<file path="config.mk">
export PLATFORM = sky130hd
export DESIGN_NAME = iom_port_top
export DESIGN_NICKNAME = d
export VERILOG_FILES = /design/src/iom_pkg.sv /design/src/iom_steer_if.sv /design/src/iom_port_top.sv /design/src/iom_steer_mux.sv
export SDC_FILE = /design/constraint.sdc
export NUM_CORES = 1
export LEC_CHECK = 0
export ABC_AREA = 1
export BUFFER_PORTS_ARGS = -buffer_cell sky130_fd_sc_hd__buf_4
export CAP_MARGIN = 20
export CORE_MARGIN = 8
export CORE_UTILIZATION = 44
export DETAILED_ROUTE_END_ITERATION = 6
export PLACE_DENSITY_LB_ADDON = 0.12
export SLEW_MARGIN = 5
export SYNTH_ARGS = -nofsm -noshare
export SYNTH_HDL_FRONTEND = slang
export SYNTH_SLANG_ARGS = --single-unit
</file>
<file path="constraint.sdc">
create_clock -name clk -period 1.15 [get_ports clk]
set_input_delay 0.115 -clock clk [delete_from_list [all_inputs] [get_ports clk]]
set_output_delay 0.115 -clock clk [all_outputs]
set_load 0.03 [all_outputs]
</file>
<file path="src/iom_pkg.sv">
// Shared constants for the port and alternate-pin steering block
package iom_pkg;
    // Bus shape
    localparam int          ADDR_W        = 8;
    localparam int          DATA_W        = 32;
    localparam int          PIN_N         = 6;
    // Register byte offsets
    localparam logic [7:0]  OFF_DIR       = 8'h00;
    localparam logic [7:0]  OFF_PINLVL    = 8'h04;
    localparam logic [7:0]  OFF_LATCH     = 8'h08;
    localparam logic [7:0]  OFF_ANALOG    = 8'h0c;
    localparam logic [7:0]  OFF_ALTSEL    = 8'h10;
    // Reset values
    localparam logic [5:0]  DIR_RST       = 6'h00;
    localparam logic [5:0]  LATCH_RST     = 6'h00;
    localparam logic [5:0]  ANALOG_RST    = 6'h00;
    localparam logic [7:0]  ALTSEL_RST    = 8'h00;
    // Selection register field positions
    localparam int          SEL_RXDT      = 7;
    localparam int          SEL_SDO       = 6;
    localparam int          SEL_SS        = 5;
    localparam int          SEL_UNUSED    = 4;
    localparam int          SEL_T1G       = 3;
    localparam int          SEL_TXCK      = 2;
    localparam int          SEL_PWMB      = 1;
    localparam int          SEL_CCP       = 0;
    // Writable bits of the selection register
    localparam logic [7:0]  ALTSEL_MASK   = 8'hef;
    // Input-only pin
    localparam int          IN_ONLY_PIN   = 3;
    // Candidate pins per function: choice 0 and choice 1
    localparam int          RXDT_PIN0     = 1;
    localparam int          RXDT_PIN1     = 5;
    localparam int          SDO_PIN0      = 0;
    localparam int          SDO_PIN1      = 4;
    localparam int          SS_PIN0       = 3;
    localparam int          SS_PIN1       = 0;
    localparam int          T1G_PIN0      = 4;
    localparam int          T1G_PIN1      = 3;
    localparam int          TXCK_PIN0     = 0;
    localparam int          TXCK_PIN1     = 4;
    localparam int          PWMB_PIN0     = 0;
    localparam int          PWMB_PIN1     = 4;
    localparam int          CCP_PIN0      = 2;
    localparam int          CCP_PIN1      = 5;
    // Bus responses
    localparam logic [1:0]  RESP_OKAY     = 2'h0;
    localparam logic [1:0]  RESP_SLVERR   = 2'h2;
endpackage : iom_pkg

</file>
<file path="src/iom_steer_if.sv">
// Carrier between the register/pin top and the steering multiplexer
`timescale 1ns/1ps
interface iom_steer_if;
    import iom_pkg::*;
    logic [7:0]       altSel;      // Registered steering selection
    logic [PIN_N-1:0] pinDigital;  // Synchronised pin levels, analog pins forced low
    // Peripheral outputs with their drive requests
    logic             rxdtOut;
    logic             rxdtOe;
    logic             txckOut;
    logic             txckOe;
    logic             sdoOut;
    logic             sdoEn;
    logic             pwmbOut;
    logic             pwmbEn;
    logic             ccpOut;
    logic             ccpEn;
    // Per-pin overrides
    logic [PIN_N-1:0] ovrEn;
    logic [PIN_N-1:0] ovrVal;
    // Routed peripheral inputs
    logic             rxdtIn;
    logic             txckIn;
    logic             ssIn;
    logic             t1gIn;
    logic             ccpIn;
    modport top (output altSel, pinDigital, rxdtOut, rxdtOe, txckOut, txckOe, sdoOut, sdoEn,
                 pwmbOut, pwmbEn, ccpOut, ccpEn,
                 input  ovrEn, ovrVal, rxdtIn, txckIn, ssIn, t1gIn, ccpIn);
    modport mux (input  altSel, pinDigital, rxdtOut, rxdtOe, txckOut, txckOe, sdoOut, sdoEn,
                 pwmbOut, pwmbEn, ccpOut, ccpEn,
                 output ovrEn, ovrVal, rxdtIn, txckIn, ssIn, t1gIn, ccpIn);
endinterface : iom_steer_if

</file>
<file path="src/iom_port_top.sv">
// Port registers, pin drivers and AXI4-Lite slave with alternate-pin steering
// Behaviour
// - Each steered function goes to one of two pins chosen by the select register.
// - Steered: receive/data, transmit/clock, data out, slave select, gate, PWM B, capture A.
// - Writing the select register never alters the direction register.
// - Peripheral value and drive overrides reach only the chosen pin.
// - The unchosen pin stays under ordinary port control.
// - Select bits: 7 rx, 6 data out, 5 slave select, 4 none, 3 gate, 2 tx, 1 pwm, 0 ccp.
// - The port has direction, pin-level and output-latch registers.
// - Writing the latch register acts exactly like writing the pin-level register.
// - Latch reads give stored values; pin-level reads give sensed pin levels.
// - Analog-select bits disable the digital input path of their pins.
// - An enabled peripheral takes its pin away from general-purpose use.
// - Direction one makes an input; zero drives the latch value onto the pin.
// - Digital reads of analog-selected pins return zero.
// - The input-only pin reads its direction bit as one always.
// - Pin-level writes are read-modify-write, result stored into the latch.
//
// Local design decisions: the register offsets and the AXI4-Lite interface to the registers.
`timescale 1ns/1ps
module iom_port_top (
    // Clock and reset
    input  wire logic                       clk,
    input  wire logic                       rst_n,
    // AXI4-Lite write address
    input  wire logic [iom_pkg::ADDR_W-1:0] s_axi_awaddr,
    input  wire logic [2:0]                 s_axi_awprot,
    input  wire logic                       s_axi_awvalid,
    output logic                            s_axi_awready,
    // AXI4-Lite write data
    input  wire logic [iom_pkg::DATA_W-1:0] s_axi_wdata,
    input  wire logic [3:0]                 s_axi_wstrb,
    input  wire logic                       s_axi_wvalid,
    output logic                            s_axi_wready,
    // AXI4-Lite write response
    output logic [1:0]                      s_axi_bresp,
    output logic                            s_axi_bvalid,
    input  wire logic                       s_axi_bready,
    // AXI4-Lite read address
    input  wire logic [iom_pkg::ADDR_W-1:0] s_axi_araddr,
    input  wire logic [2:0]                 s_axi_arprot,
    input  wire logic                       s_axi_arvalid,
    output logic                            s_axi_arready,
    // AXI4-Lite read data
    output logic [iom_pkg::DATA_W-1:0]      s_axi_rdata,
    output logic [1:0]                      s_axi_rresp,
    output logic                            s_axi_rvalid,
    input  wire logic                       s_axi_rready,
    // Package pins
    input  wire logic [iom_pkg::PIN_N-1:0]  pinIn,
    output logic [iom_pkg::PIN_N-1:0]       pinOut,
    output logic [iom_pkg::PIN_N-1:0]       pinOe,
    // Peripheral outputs with drive requests
    input  wire logic                       rxdtOut,
    input  wire logic                       rxdtOe,
    input  wire logic                       txckOut,
    input  wire logic                       txckOe,
    input  wire logic                       sdoOut,
    input  wire logic                       sdoEn,
    input  wire logic                       pwmbOut,
    input  wire logic                       pwmbEn,
    input  wire logic                       ccpOut,
    input  wire logic                       ccpEn,
    // Routed peripheral inputs
    output logic                            rxdtIn,
    output logic                            txckIn,
    output logic                            ssIn,
    output logic                            t1gIn,
    output logic                            ccpIn
);
    import iom_pkg::*;

    logic [PIN_N-1:0]  dir_r;
    logic [PIN_N-1:0]  latch_r;
    logic [PIN_N-1:0]  analog_r;
    logic [7:0]        altSel_r;
    // Pin synchroniser stages
    logic [PIN_N-1:0]  pinMeta_r;
    logic [PIN_N-1:0]  pinSync_r;
    // Write channel holding state
    logic              awReady_r;
    logic              wReady_r;
    logic              awHave_r;
    logic              wHave_r;
    logic [ADDR_W-1:0] awAddr_r;
    logic [7:0]        wByte_r;
    logic              wLane0_r;
    logic              bValid_r;
    logic [1:0]        bResp_r;
    // Read channel state
    logic              arReady_r;
    logic              rValid_r;
    logic [DATA_W-1:0] rData_r;
    logic [1:0]        rResp_r;
    // Registered pin drivers and peripheral inputs
    logic [PIN_N-1:0]  pinOut_r;
    logic [PIN_N-1:0]  pinOe_r;
    logic              rxdtIn_r;
    logic              txckIn_r;
    logic              ssIn_r;
    logic              t1gIn_r;
    logic              ccpIn_r;
    // Combinational helpers
    logic [PIN_N-1:0]  pinDigital;
    logic [PIN_N-1:0]  dirView;
    logic              wrFire;
    logic              wrLatch;

    iom_steer_if st ();

    // Decode of a mapped register offset
    function automatic logic isMapped(input logic [ADDR_W-1:0] a);
        return (a == OFF_DIR) || (a == OFF_PINLVL) || (a == OFF_LATCH) ||
               (a == OFF_ANALOG) || (a == OFF_ALTSEL);
    endfunction : isMapped

    // Two flops on every pin before any logic looks at it
    always_ff @(posedge clk) begin
        if (!rst_n) begin
            pinMeta_r <= '0;
            pinSync_r <= '0;
        end else begin
            pinMeta_r <= pinIn;
            pinSync_r <= pinMeta_r;
        end
    end

    assign pinDigital = pinSync_r & ~analog_r;

    always_comb begin
        dirView              = dir_r;
        dirView[IN_ONLY_PIN] = 1'b1;
    end

    // Write performed once address and data are both held and no response is pending
    assign wrFire  = awHave_r && wHave_r && !bValid_r;
    assign wrLatch = wrFire && wLane0_r && ((awAddr_r == OFF_PINLVL) || (awAddr_r == OFF_LATCH));

    // Write address channel: taken independently of write data
    always_ff @(posedge clk) begin
        if (!rst_n) begin
            awReady_r <= 1'b0;
            awHave_r  <= 1'b0;
            awAddr_r  <= '0;
        end else if (s_axi_awvalid && awReady_r) begin
            awReady_r <= 1'b0;
            awHave_r  <= 1'b1;
            awAddr_r  <= {s_axi_awaddr[ADDR_W-1:2], 2'b00};
        end else if (wrFire) begin
            awHave_r  <= 1'b0;
        end else if (!awHave_r && !bValid_r) begin
            awReady_r <= 1'b1;
        end
    end

    // Write data channel: only byte lane 0 carries register bits
    always_ff @(posedge clk) begin
        if (!rst_n) begin
            wReady_r <= 1'b0;
            wHave_r  <= 1'b0;
            wByte_r  <= '0;
            wLane0_r <= 1'b0;
        end else if (s_axi_wvalid && wReady_r) begin
            wReady_r <= 1'b0;
            wHave_r  <= 1'b1;
            wByte_r  <= s_axi_wdata[7:0];
            wLane0_r <= s_axi_wstrb[0];
        end else if (wrFire) begin
            wHave_r  <= 1'b0;
        end else if (!wHave_r && !bValid_r) begin
            wReady_r <= 1'b1;
        end
    end

    // Write response one cycle after both halves are held
    always_ff @(posedge clk) begin
        if (!rst_n) begin
            bValid_r <= 1'b0;
            bResp_r  <= RESP_OKAY;
        end else if (wrFire) begin
            bValid_r <= 1'b1;
            bResp_r  <= isMapped(awAddr_r) ? RESP_OKAY : RESP_SLVERR;
        end else if (s_axi_bready) begin
            bValid_r <= 1'b0;
        end
    end

    // Direction register; the select register has no path in here
    always_ff @(posedge clk) begin
        if (!rst_n) begin
            dir_r <= DIR_RST;
        end else if (wrFire && wLane0_r && awAddr_r == OFF_DIR) begin
            dir_r <= wByte_r[PIN_N-1:0];
        end
    end

    // Output latch: whole byte replaces the pin image, so the read half of the cycle is moot
    always_ff @(posedge clk) begin
        if (!rst_n) begin
            latch_r <= LATCH_RST;
        end else if (wrLatch) begin
            latch_r <= wByte_r[PIN_N-1:0];
        end
    end

    // Analog-select register
    always_ff @(posedge clk) begin
        if (!rst_n) begin
            analog_r <= ANALOG_RST;
        end else if (wrFire && wLane0_r && awAddr_r == OFF_ANALOG) begin
            analog_r <= wByte_r[PIN_N-1:0];
        end
    end

    always_ff @(posedge clk) begin
        if (!rst_n) begin
            altSel_r <= ALTSEL_RST;
        end else if (wrFire && wLane0_r && awAddr_r == OFF_ALTSEL) begin
            altSel_r <= wByte_r & ALTSEL_MASK;
        end
    end

    // Read channel: data registered at the address handshake
    always_ff @(posedge clk) begin
        if (!rst_n) begin
            arReady_r <= 1'b0;
            rValid_r  <= 1'b0;
            rData_r   <= '0;
            rResp_r   <= RESP_OKAY;
        end else if (s_axi_arvalid && arReady_r) begin
            arReady_r <= 1'b0;
            rValid_r  <= 1'b1;
            rResp_r   <= isMapped({s_axi_araddr[ADDR_W-1:2], 2'b00}) ? RESP_OKAY : RESP_SLVERR;
            unique case ({s_axi_araddr[ADDR_W-1:2], 2'b00})
                OFF_DIR:    rData_r <= {{(DATA_W-PIN_N){1'b0}}, dirView};
                OFF_PINLVL: rData_r <= {{(DATA_W-PIN_N){1'b0}}, pinDigital};
                OFF_LATCH:  rData_r <= {{(DATA_W-PIN_N){1'b0}}, latch_r};
                OFF_ANALOG: rData_r <= {{(DATA_W-PIN_N){1'b0}}, analog_r};
                OFF_ALTSEL: rData_r <= {{(DATA_W-8){1'b0}}, altSel_r};
                default:    rData_r <= '0;
            endcase
        end else if (rValid_r && s_axi_rready) begin
            rValid_r  <= 1'b0;
        end else if (!rValid_r) begin
            arReady_r <= 1'b1;
        end
    end

    // Carrier toward the steering multiplexer
    assign st.altSel     = altSel_r;
    assign st.pinDigital = pinDigital;
    assign st.rxdtOut    = rxdtOut;
    assign st.rxdtOe     = rxdtOe;
    assign st.txckOut    = txckOut;
    assign st.txckOe     = txckOe;
    assign st.sdoOut     = sdoOut;
    assign st.sdoEn      = sdoEn;
    assign st.pwmbOut    = pwmbOut;
    assign st.pwmbEn     = pwmbEn;
    assign st.ccpOut     = ccpOut;
    assign st.ccpEn      = ccpEn;

    iom_steer_mux u_mux (
        .st (st.mux)
    );

    // Pin drivers: peripheral override first, then ordinary port control
    always_ff @(posedge clk) begin
        if (!rst_n) begin
            pinOut_r <= '0;
            pinOe_r  <= '0;
        end else begin
            for (int p = 0; p < PIN_N; p++) begin
                if (p == IN_ONLY_PIN) begin
                    // Input-only pin has no driver at all
                    pinOut_r[p] <= 1'b0;
                    pinOe_r[p]  <= 1'b0;
                end else if (st.ovrEn[p]) begin
                    pinOut_r[p] <= st.ovrVal[p];
                    pinOe_r[p]  <= 1'b1;
                end else begin
                    pinOut_r[p] <= latch_r[p];
                    pinOe_r[p]  <= !dir_r[p];
                end
            end
        end
    end

    always_ff @(posedge clk) begin
        if (!rst_n) begin
            rxdtIn_r <= 1'b0;
            txckIn_r <= 1'b0;
            ssIn_r   <= 1'b0;
            t1gIn_r  <= 1'b0;
            ccpIn_r  <= 1'b0;
        end else begin
            rxdtIn_r <= st.rxdtIn;
            txckIn_r <= st.txckIn;
            ssIn_r   <= st.ssIn;
            t1gIn_r  <= st.t1gIn;
            ccpIn_r  <= st.ccpIn;
        end
    end

    // Outputs straight from flops
    assign s_axi_awready = awReady_r;
    assign s_axi_wready  = wReady_r;
    assign s_axi_bvalid  = bValid_r;
    assign s_axi_bresp   = bResp_r;
    assign s_axi_arready = arReady_r;
    assign s_axi_rvalid  = rValid_r;
    assign s_axi_rdata   = rData_r;
    assign s_axi_rresp   = rResp_r;
    assign pinOut        = pinOut_r;
    assign pinOe         = pinOe_r;
    assign rxdtIn        = rxdtIn_r;
    assign txckIn        = txckIn_r;
    assign ssIn          = ssIn_r;
    assign t1gIn         = t1gIn_r;
    assign ccpIn         = ccpIn_r;
endmodule : iom_port_top

</file>
<file path="src/iom_steer_mux.sv">
// Steering multiplexer: places peripheral overrides and inputs on the selected pins
`timescale 1ns/1ps
module iom_steer_mux (
    // Carrier
    iom_steer_if.mux st
);
    import iom_pkg::*;

    // One-hot mask of the chosen pin of a two-candidate function
    function automatic logic [PIN_N-1:0] pickMask(input logic choice, input int pin0, input int pin1);
        logic [PIN_N-1:0] m;
        m = '0;
        m[choice ? pin1 : pin0] = 1'b1;
        return m;
    endfunction : pickMask

    logic [PIN_N-1:0] rxdtM;
    logic [PIN_N-1:0] txckM;
    logic [PIN_N-1:0] sdoM;
    logic [PIN_N-1:0] pwmbM;
    logic [PIN_N-1:0] ccpM;
    logic [PIN_N-1:0] ssM;
    logic [PIN_N-1:0] t1gM;

    assign rxdtM = pickMask(st.altSel[SEL_RXDT], RXDT_PIN0, RXDT_PIN1);
    assign txckM = pickMask(st.altSel[SEL_TXCK], TXCK_PIN0, TXCK_PIN1);
    assign sdoM  = pickMask(st.altSel[SEL_SDO],  SDO_PIN0,  SDO_PIN1);
    assign pwmbM = pickMask(st.altSel[SEL_PWMB], PWMB_PIN0, PWMB_PIN1);
    assign ccpM  = pickMask(st.altSel[SEL_CCP],  CCP_PIN0,  CCP_PIN1);
    assign ssM   = pickMask(st.altSel[SEL_SS],   SS_PIN0,   SS_PIN1);
    assign t1gM  = pickMask(st.altSel[SEL_T1G],  T1G_PIN0,  T1G_PIN1);

    // Overrides land only on the chosen pin; lower listed peripheral wins a shared pin
    always_comb begin
        st.ovrEn  = '0;
        st.ovrVal = '0;
        for (int p = PIN_N - 1; p >= 0; p--) begin
            if (pwmbM[p] && st.pwmbEn) begin
                st.ovrEn[p]  = 1'b1;
                st.ovrVal[p] = st.pwmbOut;
            end
            if (ccpM[p] && st.ccpEn) begin
                st.ovrEn[p]  = 1'b1;
                st.ovrVal[p] = st.ccpOut;
            end
            if (sdoM[p] && st.sdoEn) begin
                st.ovrEn[p]  = 1'b1;
                st.ovrVal[p] = st.sdoOut;
            end
            if (rxdtM[p] && st.rxdtOe) begin
                st.ovrEn[p]  = 1'b1;
                st.ovrVal[p] = st.rxdtOut;
            end
            if (txckM[p] && st.txckOe) begin
                st.ovrEn[p]  = 1'b1;
                st.ovrVal[p] = st.txckOut;
            end
        end
    end

    assign st.rxdtIn = |(rxdtM & st.pinDigital);
    assign st.txckIn = |(txckM & st.pinDigital);
    assign st.ssIn   = |(ssM   & st.pinDigital);
    assign st.t1gIn  = |(t1gM  & st.pinDigital);
    assign st.ccpIn  = |(ccpM  & st.pinDigital);
endmodule : iom_steer_mux
</file>
==> flow_summary.yaml, run 1 <==
layout:
  finalNetCount: 654
  syn_to_final_growth_pct: 36.00
  final_util_pct: 61.89
  layout_common_cells: "buf_4 (101), dfxtp_1 (76), inv_1 (54)"
  antenna_cells: 0
  fin_area_sq_um: 4807
  drive_above_1_share_pct: 31.49
  n_fill_cell: 742
  final_common_cell: "buf_4"
worst_setup_path:
  slowest_delay_ns: 0.34
  crit_buf_inv: 1
  startpoint: "awHave_r$_SDFFE_PN0P_"
  cp.arrival_ns: 1.57
  cp-endpoint: "analog_r[1]$_SDFFE_PN0P_"
  cp.depth: 7
  path_class: "flop to flop"
  reg2reg_depth: 7
  crit_path_start_kind: "flop"
  cp_slowest_cell: "dfxtp_2"
  path_cells: "nand2_2 -> nor2_4 -> nand2_4 -> nor3_4 -> buf_12 -> o21ai_2 -> a21oi_1"
  required_ns: 1.43
  r2r_end: "analog_r[1]$_SDFFE_PN0P_"
  end_kind: "flop"
  path_max_fanout: 6
  rrSetupSlack_ns: -0.14
  cp_top_family: "simple AND/OR/NAND/NOR gates"
  reg2reg_from: "awHave_r$_SDFFE_PN0P_"
sta:
  final-hold-violation-count: 0
  fin_setup_tns_ns: -2.892
  clock.fmax_ghz: 0.7732
  setup_viol: 24
  rsz0062_at_grt: "yes"
  timing.final.ws_setup_ns: -0.1434
  fin_crit_sh_pct: 112.5
  drv_slew: 0
  fin_crit_ns: 1.293
  fin_worst_skew_ns: 0.009796
run:
  drv_cap: 0
synthesis:
  synth_xor_area_share_pct: 0
  yosysWarningCount: 0
  synth.area.top_cells: "dfxtp_1 (47%), o21ai_0 (7.2%), buf_4 (6.4%), nor2_1 (6.4%), a21oi_1 (6.2%)"
  synth.avg_cell_area_sq_um: 7.684
  synth-simple-area-share_pct: 20.64
  synth-seq-cells: 83
  syn_inst: 460
  synth_top_family_by_area: "simple AND/OR/NAND/NOR gates"
  ys.flop_type: "dfxtp_1"
  synth_fa_ha_area_share_pct: 0
  synth_cell_type_count: 25
  synth_compound_gate_area_share_pct: 17.38
  netlist_area_sq_um: 3535
  synth_top_area_share_pct: 47.01
  synth.area.mux_share_pct: 0.2832
  synth_edf_count: 0
  synth_area_leader_cell: "dfxtp_1"
  async_flop_share_pct: 0
  yosysSeqAreaShare_pct: 47.01
detailed_routing:
  ant_nets: 0
  detail_route.wl_per_cell_um: 13.47
  drt_iter0_markers: 111
  drc_errors: 0
  routed_via_density: 4.771
  wl_um: 9157
  drt_pre_antenna_iters: 4
  num_vias: 3244
grt:
  grt_start_max_net_pins: 31
  antenna_found_initial: 0
  grt_first_pass_wirelength_um: 14810
  first_global_vias: 3177
  grt_use_total_pct: 16.15
  grt_overflow: 0
pwr:
  finalPower_mw: 5.870
  power.density_nw_per_um2: 1221
  irDropWorstVdd_uv: 889.8
  total_leakage_power_nw: 2.241
place:
  place_ws_ns: -0.1543
  port_buffers: 73
  dp_hpwl_um: 6645
  gp_congestion: 0.8329
  placed_area_sq_um: 4312
clock_tree:
  htree_num_levels: 3
  cts_made_buffers: 9
  clk-insertion-delay-late_ns: 0.35
  max-clock-path-buffers: 2
  cts-root-buf: "clkbuf_8"
  clk_pin_slew_ns: 0.09
  cts_tree: "yes"
  clock_sinks: 83
worst_hold_path:
  hold_path.class: "primary input to flop"
floorplan:
  die-area_sq_um: 11160
  die_y_um: 105.6
  io_pins: 139
  core_area_sq_um: 7767
  die_x_um: 105.6
  rows: 32
  initial_core_util_pct: 45.51
outcome:
  violations: "negative setup slack"
  status: "complete, but fails checks"
-- cell type report --
class | count | area [sq um] | area share [%]
clock buffers | 10 | 137.6 | 2.863
repair buffers | 121 | 1008 | 20.98
flip-flops and latches | 83 | 1673 | 34.80
clock inverters | 6 | 47.55 | 0.9891
inverters | 57 | 214.0 | 4.451
well taps | 102 | 127.6 | 2.655
multi-input cells | 301 | 1599 | 33.26
-- layer usage --
metal | routed length, um | up-vias | track usage, %
met5 | 0 | - | 0
met4 | 134 | 0 | 5.226
met3 | 653 | 12 | 5.603
met2 | 4458 | 97 | 27.47
met1 | 3912 | 1459 | 18.56
li1 | - | 1676 | -
-- sequential cells by signal, indices dropped and copies added, names as in the netlist, 5 cells and up --
name and cells:
pinSync_r 6, pinOe 5, pinOut 5, dir_r 5, latch_r 6, altSel_r 7
awAddr_r 6, wByte_r 8, pinMeta_r 6, s_axi_rdata 8, analog_r 6
-- report_power, final --
part | leakage (nW) | internal [mW] | switching, mW
combinational | 1.48 | 0.344 | 0.554
clock | 0.0815 | 0.857 | 1.09
sequential | 0.681 | 2.97 | 0.0466
-- worst min path at each step --
stage / slack, ns / depth (start not counted) / startpoint / endpoint
3_5_place_dp: 0.30 / 3 / pinIn[5] / pinMeta_r[5]$_SDFF_PN0_
2_1_floorplan: 0.21 / 2 / pinIn[0] / pinMeta_r[0]$_SDFF_PN0_
4_1_cts: 0.005 / 3 / s_axi_awaddr[7] / awAddr_r[7]$_SDFFE_PN0P_
6_report: 0.02 / 3 / s_axi_wdata[7] / wByte_r[7]$_SDFFE_PN0P_
5_1_grt: 0.01 / 3 / s_axi_wdata[6] / wByte_r[6]$_SDFFE_PN0P_
3_3_place_gp: 0.30 / 3 / pinIn[5] / pinMeta_r[5]$_SDFF_PN0_
-- worst register-to-register path: cells and delay by family, from the launching register on --
family          cells  cell delay [ns]
compound gates      2             0.17
buf+inv             1             0.16
simple gates        4             0.56
flops               1             0.34
-- stage by stage --
stage                     hold slack (ns)  cells
after global placement             0.2969    646
after CTS                        0.004660    677
after global routing              0.01003    680
final                             0.01506    680
after detailed placement           0.3019    646
after floorplan                    0.2126    487
-- Yosys cell counts (3+ instances only) --
library cell and n:
buf_4 30, buf_2 4, o21ai_0 51, nand2_1 52
inv_1 57, clkbuf_1 12, a211oi_2 4, nand4_1 17
nand3_1 20, a21oi_1 44, nor2_2 3, a211oi_1 7
dfxtp_1 83, nor2_1 60, o21bai_1 4
-- cells by family after synthesis --
| group | Yosys count |
|---|---|
| other | 1 |
| buffers and inverters | 104 |
| AOI/OAI and AO/OA | 111 |
| and+or+nand+nor | 160 |
| DFF | 83 |
| muxes | 1 |
-- timing repair --
action                     4_1_cts  5_1_grt
gates cloned                     2        1
pin swaps                        7       10
resized for setup               25       33
hold endpoints to repair         8        0
buffers inserted                 5        3
hold buffers                     8        0
setup endpoints to repair       24       26
Note: power is estimated with default switching activity, not from simulation.
==> run 2, diff against run 1 <==
RECOVER_POWER = 100   (was default)
==> flow_summary.yaml, run 2 (synthesis results as in run 1) <==
outcome:
  status: "complete, but fails checks"
  violations: "negative setup slack"
grt:
  grt_first_pass_wirelength_um: 14810
  grt_overflow: 0
  use_met2_pct: 27.47
  grt_use_total_pct: 16.15
  antenna_found_initial: 0
  grtUsageMet1_pct: 18.56
  gr-usage-met3_pct: 5.603
  gr-max-usage-layer: "met2"
  grt_start_max_net_pins: 31
  first_global_vias: 3177
worst_setup_path:
  cp.arrival_ns: 1.58
  path_class: "flop to flop"
  reg2reg_from: "awHave_r$_SDFFE_PN0P_"
  reg2reg_depth: 8
  r2r_end: "altSel_r[2]$_SDFFE_PN0P_"
  crit_path_start_kind: "flop"
  rrSetupSlack_ns: -0.14
  path_max_fanout: 6
  end_kind: "flop"
  required_ns: 1.44
worst_hold_path:
  hold_path_depth: 3
  hold_path_startpoint: "s_axi_awaddr[6]"
  holdPathEnd: "awAddr_r[6]$_SDFFE_PN0P_"
  hold_path.class: "primary input to flop"
floorplan:
  die-area_sq_um: 11160
  rows: 32
  core_area_sq_um: 7767
  die_y_um: 105.6
  initial_core_util_pct: 45.51
  die_x_um: 105.6
  io_pins: 139
clock_tree:
  cts_tree: "yes"
  htree_num_levels: 3
  clock_sinks: 83
  clk-insertion-delay-late_ns: 0.36
  clk_pin_slew_ns: 0.08
  cts_made_buffers: 9
  cts-root-buf: "clkbuf_8"
  max-clock-path-buffers: 2
detailed_routing:
  num_vias: 3234
  routed_via_density: 4.756
  detail_route.wl_per_cell_um: 13.49
  drc_errors: 0
  wl_um: 9170
  ant_nets: 0
  drt_iter0_markers: 154
  drt_pre_antenna_iters: 4
layout:
  final_common_cell: "dfxtp_1"
  layout_common_cells: "dfxtp_1 (78), buf_4 (59), inv_1 (54)"
  syn_to_final_growth_pct: 33.17
  drive_above_1_share_pct: 30.28
  finalNetCount: 654
  antenna_cells: 0
place:
  dp_hpwl_um: 6645
  place_ws_ns: -0.1543
  port_buffers: 73
  gp_congestion: 0.8329
pwr:
  combPwrFrac_pct: 14.9
  internal_power_mw: 4.147
  irDropWorstVdd_uv: 888.0
  total_leakage_power_nw: 2.201
  clkPwrFrac_pct: 33.4
  sequentialPowerShare_pct: 51.7
  finalPower_mw: 5.842
  switching_power_mw: 1.695
  power.share.switching_pct: 29.01
  power.density_nw_per_um2: 1241
sta:
  fin_worst_skew_ns: 0.01014
  timing.final.ws_setup_ns: -0.1425
  rsz0062_at_grt: "yes"
  drv_slew: 0
  fin_crit_ns: 1.292
  fin_crit_sh_pct: 112.4
  final-hold-violation-count: 0
  holdWs_ns: 0.01081
  setup_viol: 24
  clock.fmax_ghz: 0.7737
run:
  drv_cap: 0
run 2: cell count changes in the layout (fill, tap and decap cells not counted), sizes merged:
cell,previous run,this run
buf,113,72
clkbuf,10,51
run 2: layout make-up:
type	count	area [sq um]
clock inverters	6	47.55
inverters	57	214.0
repair buffers	121	915.9
fillers	772	3060
clock buffers	10	137.6
flip-flops and latches	83	1670
multi-input cells	301	1594
well taps	102	127.6
run 2: routing by layer:
| layer | up-vias | wire length [um] |
|---|---|---|
| met2 | 93 | 4513 |
| met4 | 0 | 78 |
| li1 | 1678 | - |
| met3 | 9 | 583 |
| met1 | 1454 | 3995 |
| met5 | - | 0 |
run 2: power groups by stage:
stage	registers (mW)	clock network, mW	logic, mW
after floorplan	3.15	0	0.486
after CTS	3.02	2.00	0.873
after global placement	3.08	0	0.809
after global routing	3.03	2.13	0.955
final	3.02	1.95	0.870
after detailed placement	3.08	0	0.816
run 2: worst max path at each step:
stage / startpoint / end / depth (start not counted)
floorplan: s_axi_bvalid$_SDFFE_PN0P_ / latch_r[4]$_SDFFE_PN0P_ / 6
global placement: awAddr_r[6]$_SDFFE_PN0P_ / dir_r[4]$_SDFFE_PN0P_ / 8
detailed placement: awAddr_r[6]$_SDFFE_PN0P_ / dir_r[5]$_SDFFE_PN0P_ / 8
CTS: wHave_r$_SDFFE_PN0P_ / latch_r[1]$_SDFFE_PN0P_ / 7
global route: wHave_r$_SDFFE_PN0P_ / altSel_r[1]$_SDFFE_PN0P_ / 8
finish: awHave_r$_SDFFE_PN0P_ / altSel_r[2]$_SDFFE_PN0P_ / 8
run 2: metrics by stage:
stage	utilization (%)	cell area, sq um	TNS, ns	instances
floorplan	-	3659	-0.2576	487
global placement	55.51	4312	-1.459	646
detailed placement	55.51	4312	-2.000	646
CTS	60.53	4702	-1.962	677
global route	60.60	4707	-4.749	680
finish	60.60	4707	-2.844	680
run 2: worst max-delay path, stage by stage, from the launching register on:
cell and delay (ns):
dfxtp_2 0.34, nand2_2 0.07, nor2_4 0.14, nand2_4 0.10, buf_6 0.13, nor2_4 0.12
buf_6 0.15, o21ai_2 0.05, a21oi_1 0.11
run 2: repair_timing:
item / 4_1_cts / 5_1_grt
gates resized for setup: 25 / 33
buffers inserted: 5 / 3
endpoints found under the hold margin: 8 / 0
hold buffers: 8 / 0
setup endpoints to repair: 24 / 26
cloned: 2 / 1
pin swaps: 7 / 10
==> run 3, diff against run 2 <==
--- a/config.mk
+++ b/config.mk
@@ -9,4 +9,5 @@
 export BUFFER_PORTS_ARGS = -buffer_cell sky130_fd_sc_hd__buf_4
 export CAP_MARGIN = 20
+export CORE_ASPECT_RATIO = 0.5
 export CORE_MARGIN = 8
 export CORE_UTILIZATION = 44
==> constraint.sdc (replaced) <==
create_clock -name clk -period 1.15 [get_ports clk]
set_input_delay 0.115 -clock clk [delete_from_list [all_inputs] [get_ports clk]]
set_output_delay 0.115 -clock clk [all_outputs]
set_load 0.05 [all_outputs]
==> flow_summary.yaml, run 3 (synthesis results as in run 1) <==
sta:
  fin_crit_ns: 1.296
  fin_worst_skew_ns: 0.006241
  holdWs_ns: 0.02245
  timing.final.ws_setup_ns: -0.1464
  rsz0062_at_grt: "yes"
  clock.fmax_ghz: 0.7714
  final-hold-violation-count: 0
  drv_slew: 0
  setup_viol: 25
  fin_crit_sh_pct: 112.7
layout:
  final_common_cell: "dfxtp_1"
  final_util_pct: 58.89
  antenna_cells: 0
  finalNetCount: 643
  n_fill_cell: 799
  drive_above_1_share_pct: 27.03
  layout_common_cells: "dfxtp_1 (79), buf_4 (71), inv_1 (55)"
  syn_to_final_growth_pct: 31.36
  ff_latch_area_sq_um: 1667
  multi_input_area_sq_um: 1534
  instances_no_fill: 678
grt:
  antenna_found_initial: 0
  grt_first_pass_wirelength_um: 14280
  grt_start_max_net_pins: 31
  grt_overflow: 0
  first_global_vias: 3031
  grt_use_total_pct: 15.85
clock_tree:
  clk_pin_slew_ns: 0.06
  cts_made_buffers: 9
  cts-root-buf: "clkbuf_16"
  htree_num_levels: 3
  max-clock-path-buffers: 2
  cts_tree: "yes"
  clk-insertion-delay-late_ns: 0.33
  clock_sinks: 83
floorplan:
  die-area_sq_um: 11330
  core_area_sq_um: 7885
  die_y_um: 79.38
  die_x_um: 142.8
  initial_core_util_pct: 44.83
  io_pins: 139
  rows: 23
worst_setup_path:
  end_kind: "flop"
  slowest_delay_ns: 0.33
  crit_path_start_kind: "flop"
  required_ns: 1.40
  cp_slowest_cell: "dfxtp_2"
  path_class: "flop to flop"
  cp.arrival_ns: 1.54
  crit_buf_inv: 1
  cp_top_family: "simple AND/OR/NAND/NOR gates"
  path_max_fanout: 12
  path_cells: "nand2_2 -> nor2_4 -> nand2_4 -> nor3_4 -> buf_12 -> nor2_1 -> a211oi_1"
pwr:
  power.density_nw_per_um2: 1402
  total_leakage_power_nw: 2.175
  irDropWorstVdd_uv: 783.9
place:
  place_ws_ns: -0.1333
  port_buffers: 73
  dp_hpwl_um: 6523
  dp.cells: 653
  gp_congestion: 0.8420
outcome:
  status: "complete, but fails checks"
  violations: "negative setup slack"
detailed_routing:
  ant_nets: 0
  drt_iter0_markers: 232
  num_vias: 3198
  drc_errors: 0
  detail_route.wl_per_cell_um: 13.14
  routed_via_density: 4.717
  drt_pre_antenna_iters: 5
  wl_um: 8907
worst_hold_path:
  hold_path.class: "primary input to flop"
run:
  drv_cap: 0
run 3: metal layers:
metal  global-route usage (%)  vias up  wire length, um
met5                        0        -                0
met4                    5.363        0              124
met3                    5.310       12              737
met2                    23.63      119             3696
met1                    21.10     1418             4348
li1                         -     1649                -
run 3: cell type report:
| class | instances | area share, % |
|---|---|---|
| tap | 112 | 3.018 |
| clock inverter | 2 | 0.2964 |
| timing repair buffer | 111 | 17.97 |
| clock buffer | 13 | 5.174 |
| sequential | 83 | 35.89 |
| multi-input combinational | 300 | 33.04 |
| inverter | 57 | 4.608 |
run 3: final timing paths:
path / from / endpoint / slack, ns / cells after the start
max reg2reg: wHave_r$_SDFFE_PN0P_ / latch_r[0]$_SDFFE_PN0P_ / -0.15 / 7
max: wHave_r$_SDFFE_PN0P_ / latch_r[0]$_SDFFE_PN0P_ / -0.15 / 7
min: ccpOut / pinOut[2]$_SDFF_PN0_ / 0.02 / 3
min reg2reg: pinMeta_r[1]$_SDFF_PN0_ / pinSync_r[1]$_SDFF_PN0_ / 0.41 / 2
run 3: metrics by stage:
step | total power, mW | area, sq um | TNS [ns]
6_report | 6.511 | 4643 | -1.881
5_1_grt | 6.762 | 4643 | -4.614
2_1_floorplan | 3.774 | 3667 | -0.4512
3_3_place_gp | 4.018 | 4298 | -1.965
4_1_cts | 6.565 | 4626 | -1.875
3_5_place_dp | 4.025 | 4298 | -2.375
run 3: timing repair:
item                                   CTS  global route
buffers inserted                         0             4
pin swaps                                1             2
setup endpoints to repair               24            26
hold buffers                             6             0
gates resized for setup                 16            25
endpoints found under the hold margin    6             0
run 3: worst min-delay path: cells and delay by family:
| kind | cells | cell delay [ns] |
|---|---|---|
| and+or+nand+nor | 2 | 0.12 |
| buffers and inverters | 1 | 0.09 |
run 3: report_power, final:
part	total [mW]	internal (mW)	switching (mW)
Combinational	0.964	0.294	0.670
Sequential	3.02	2.98	0.0436
Clock	2.52	1.45	1.07
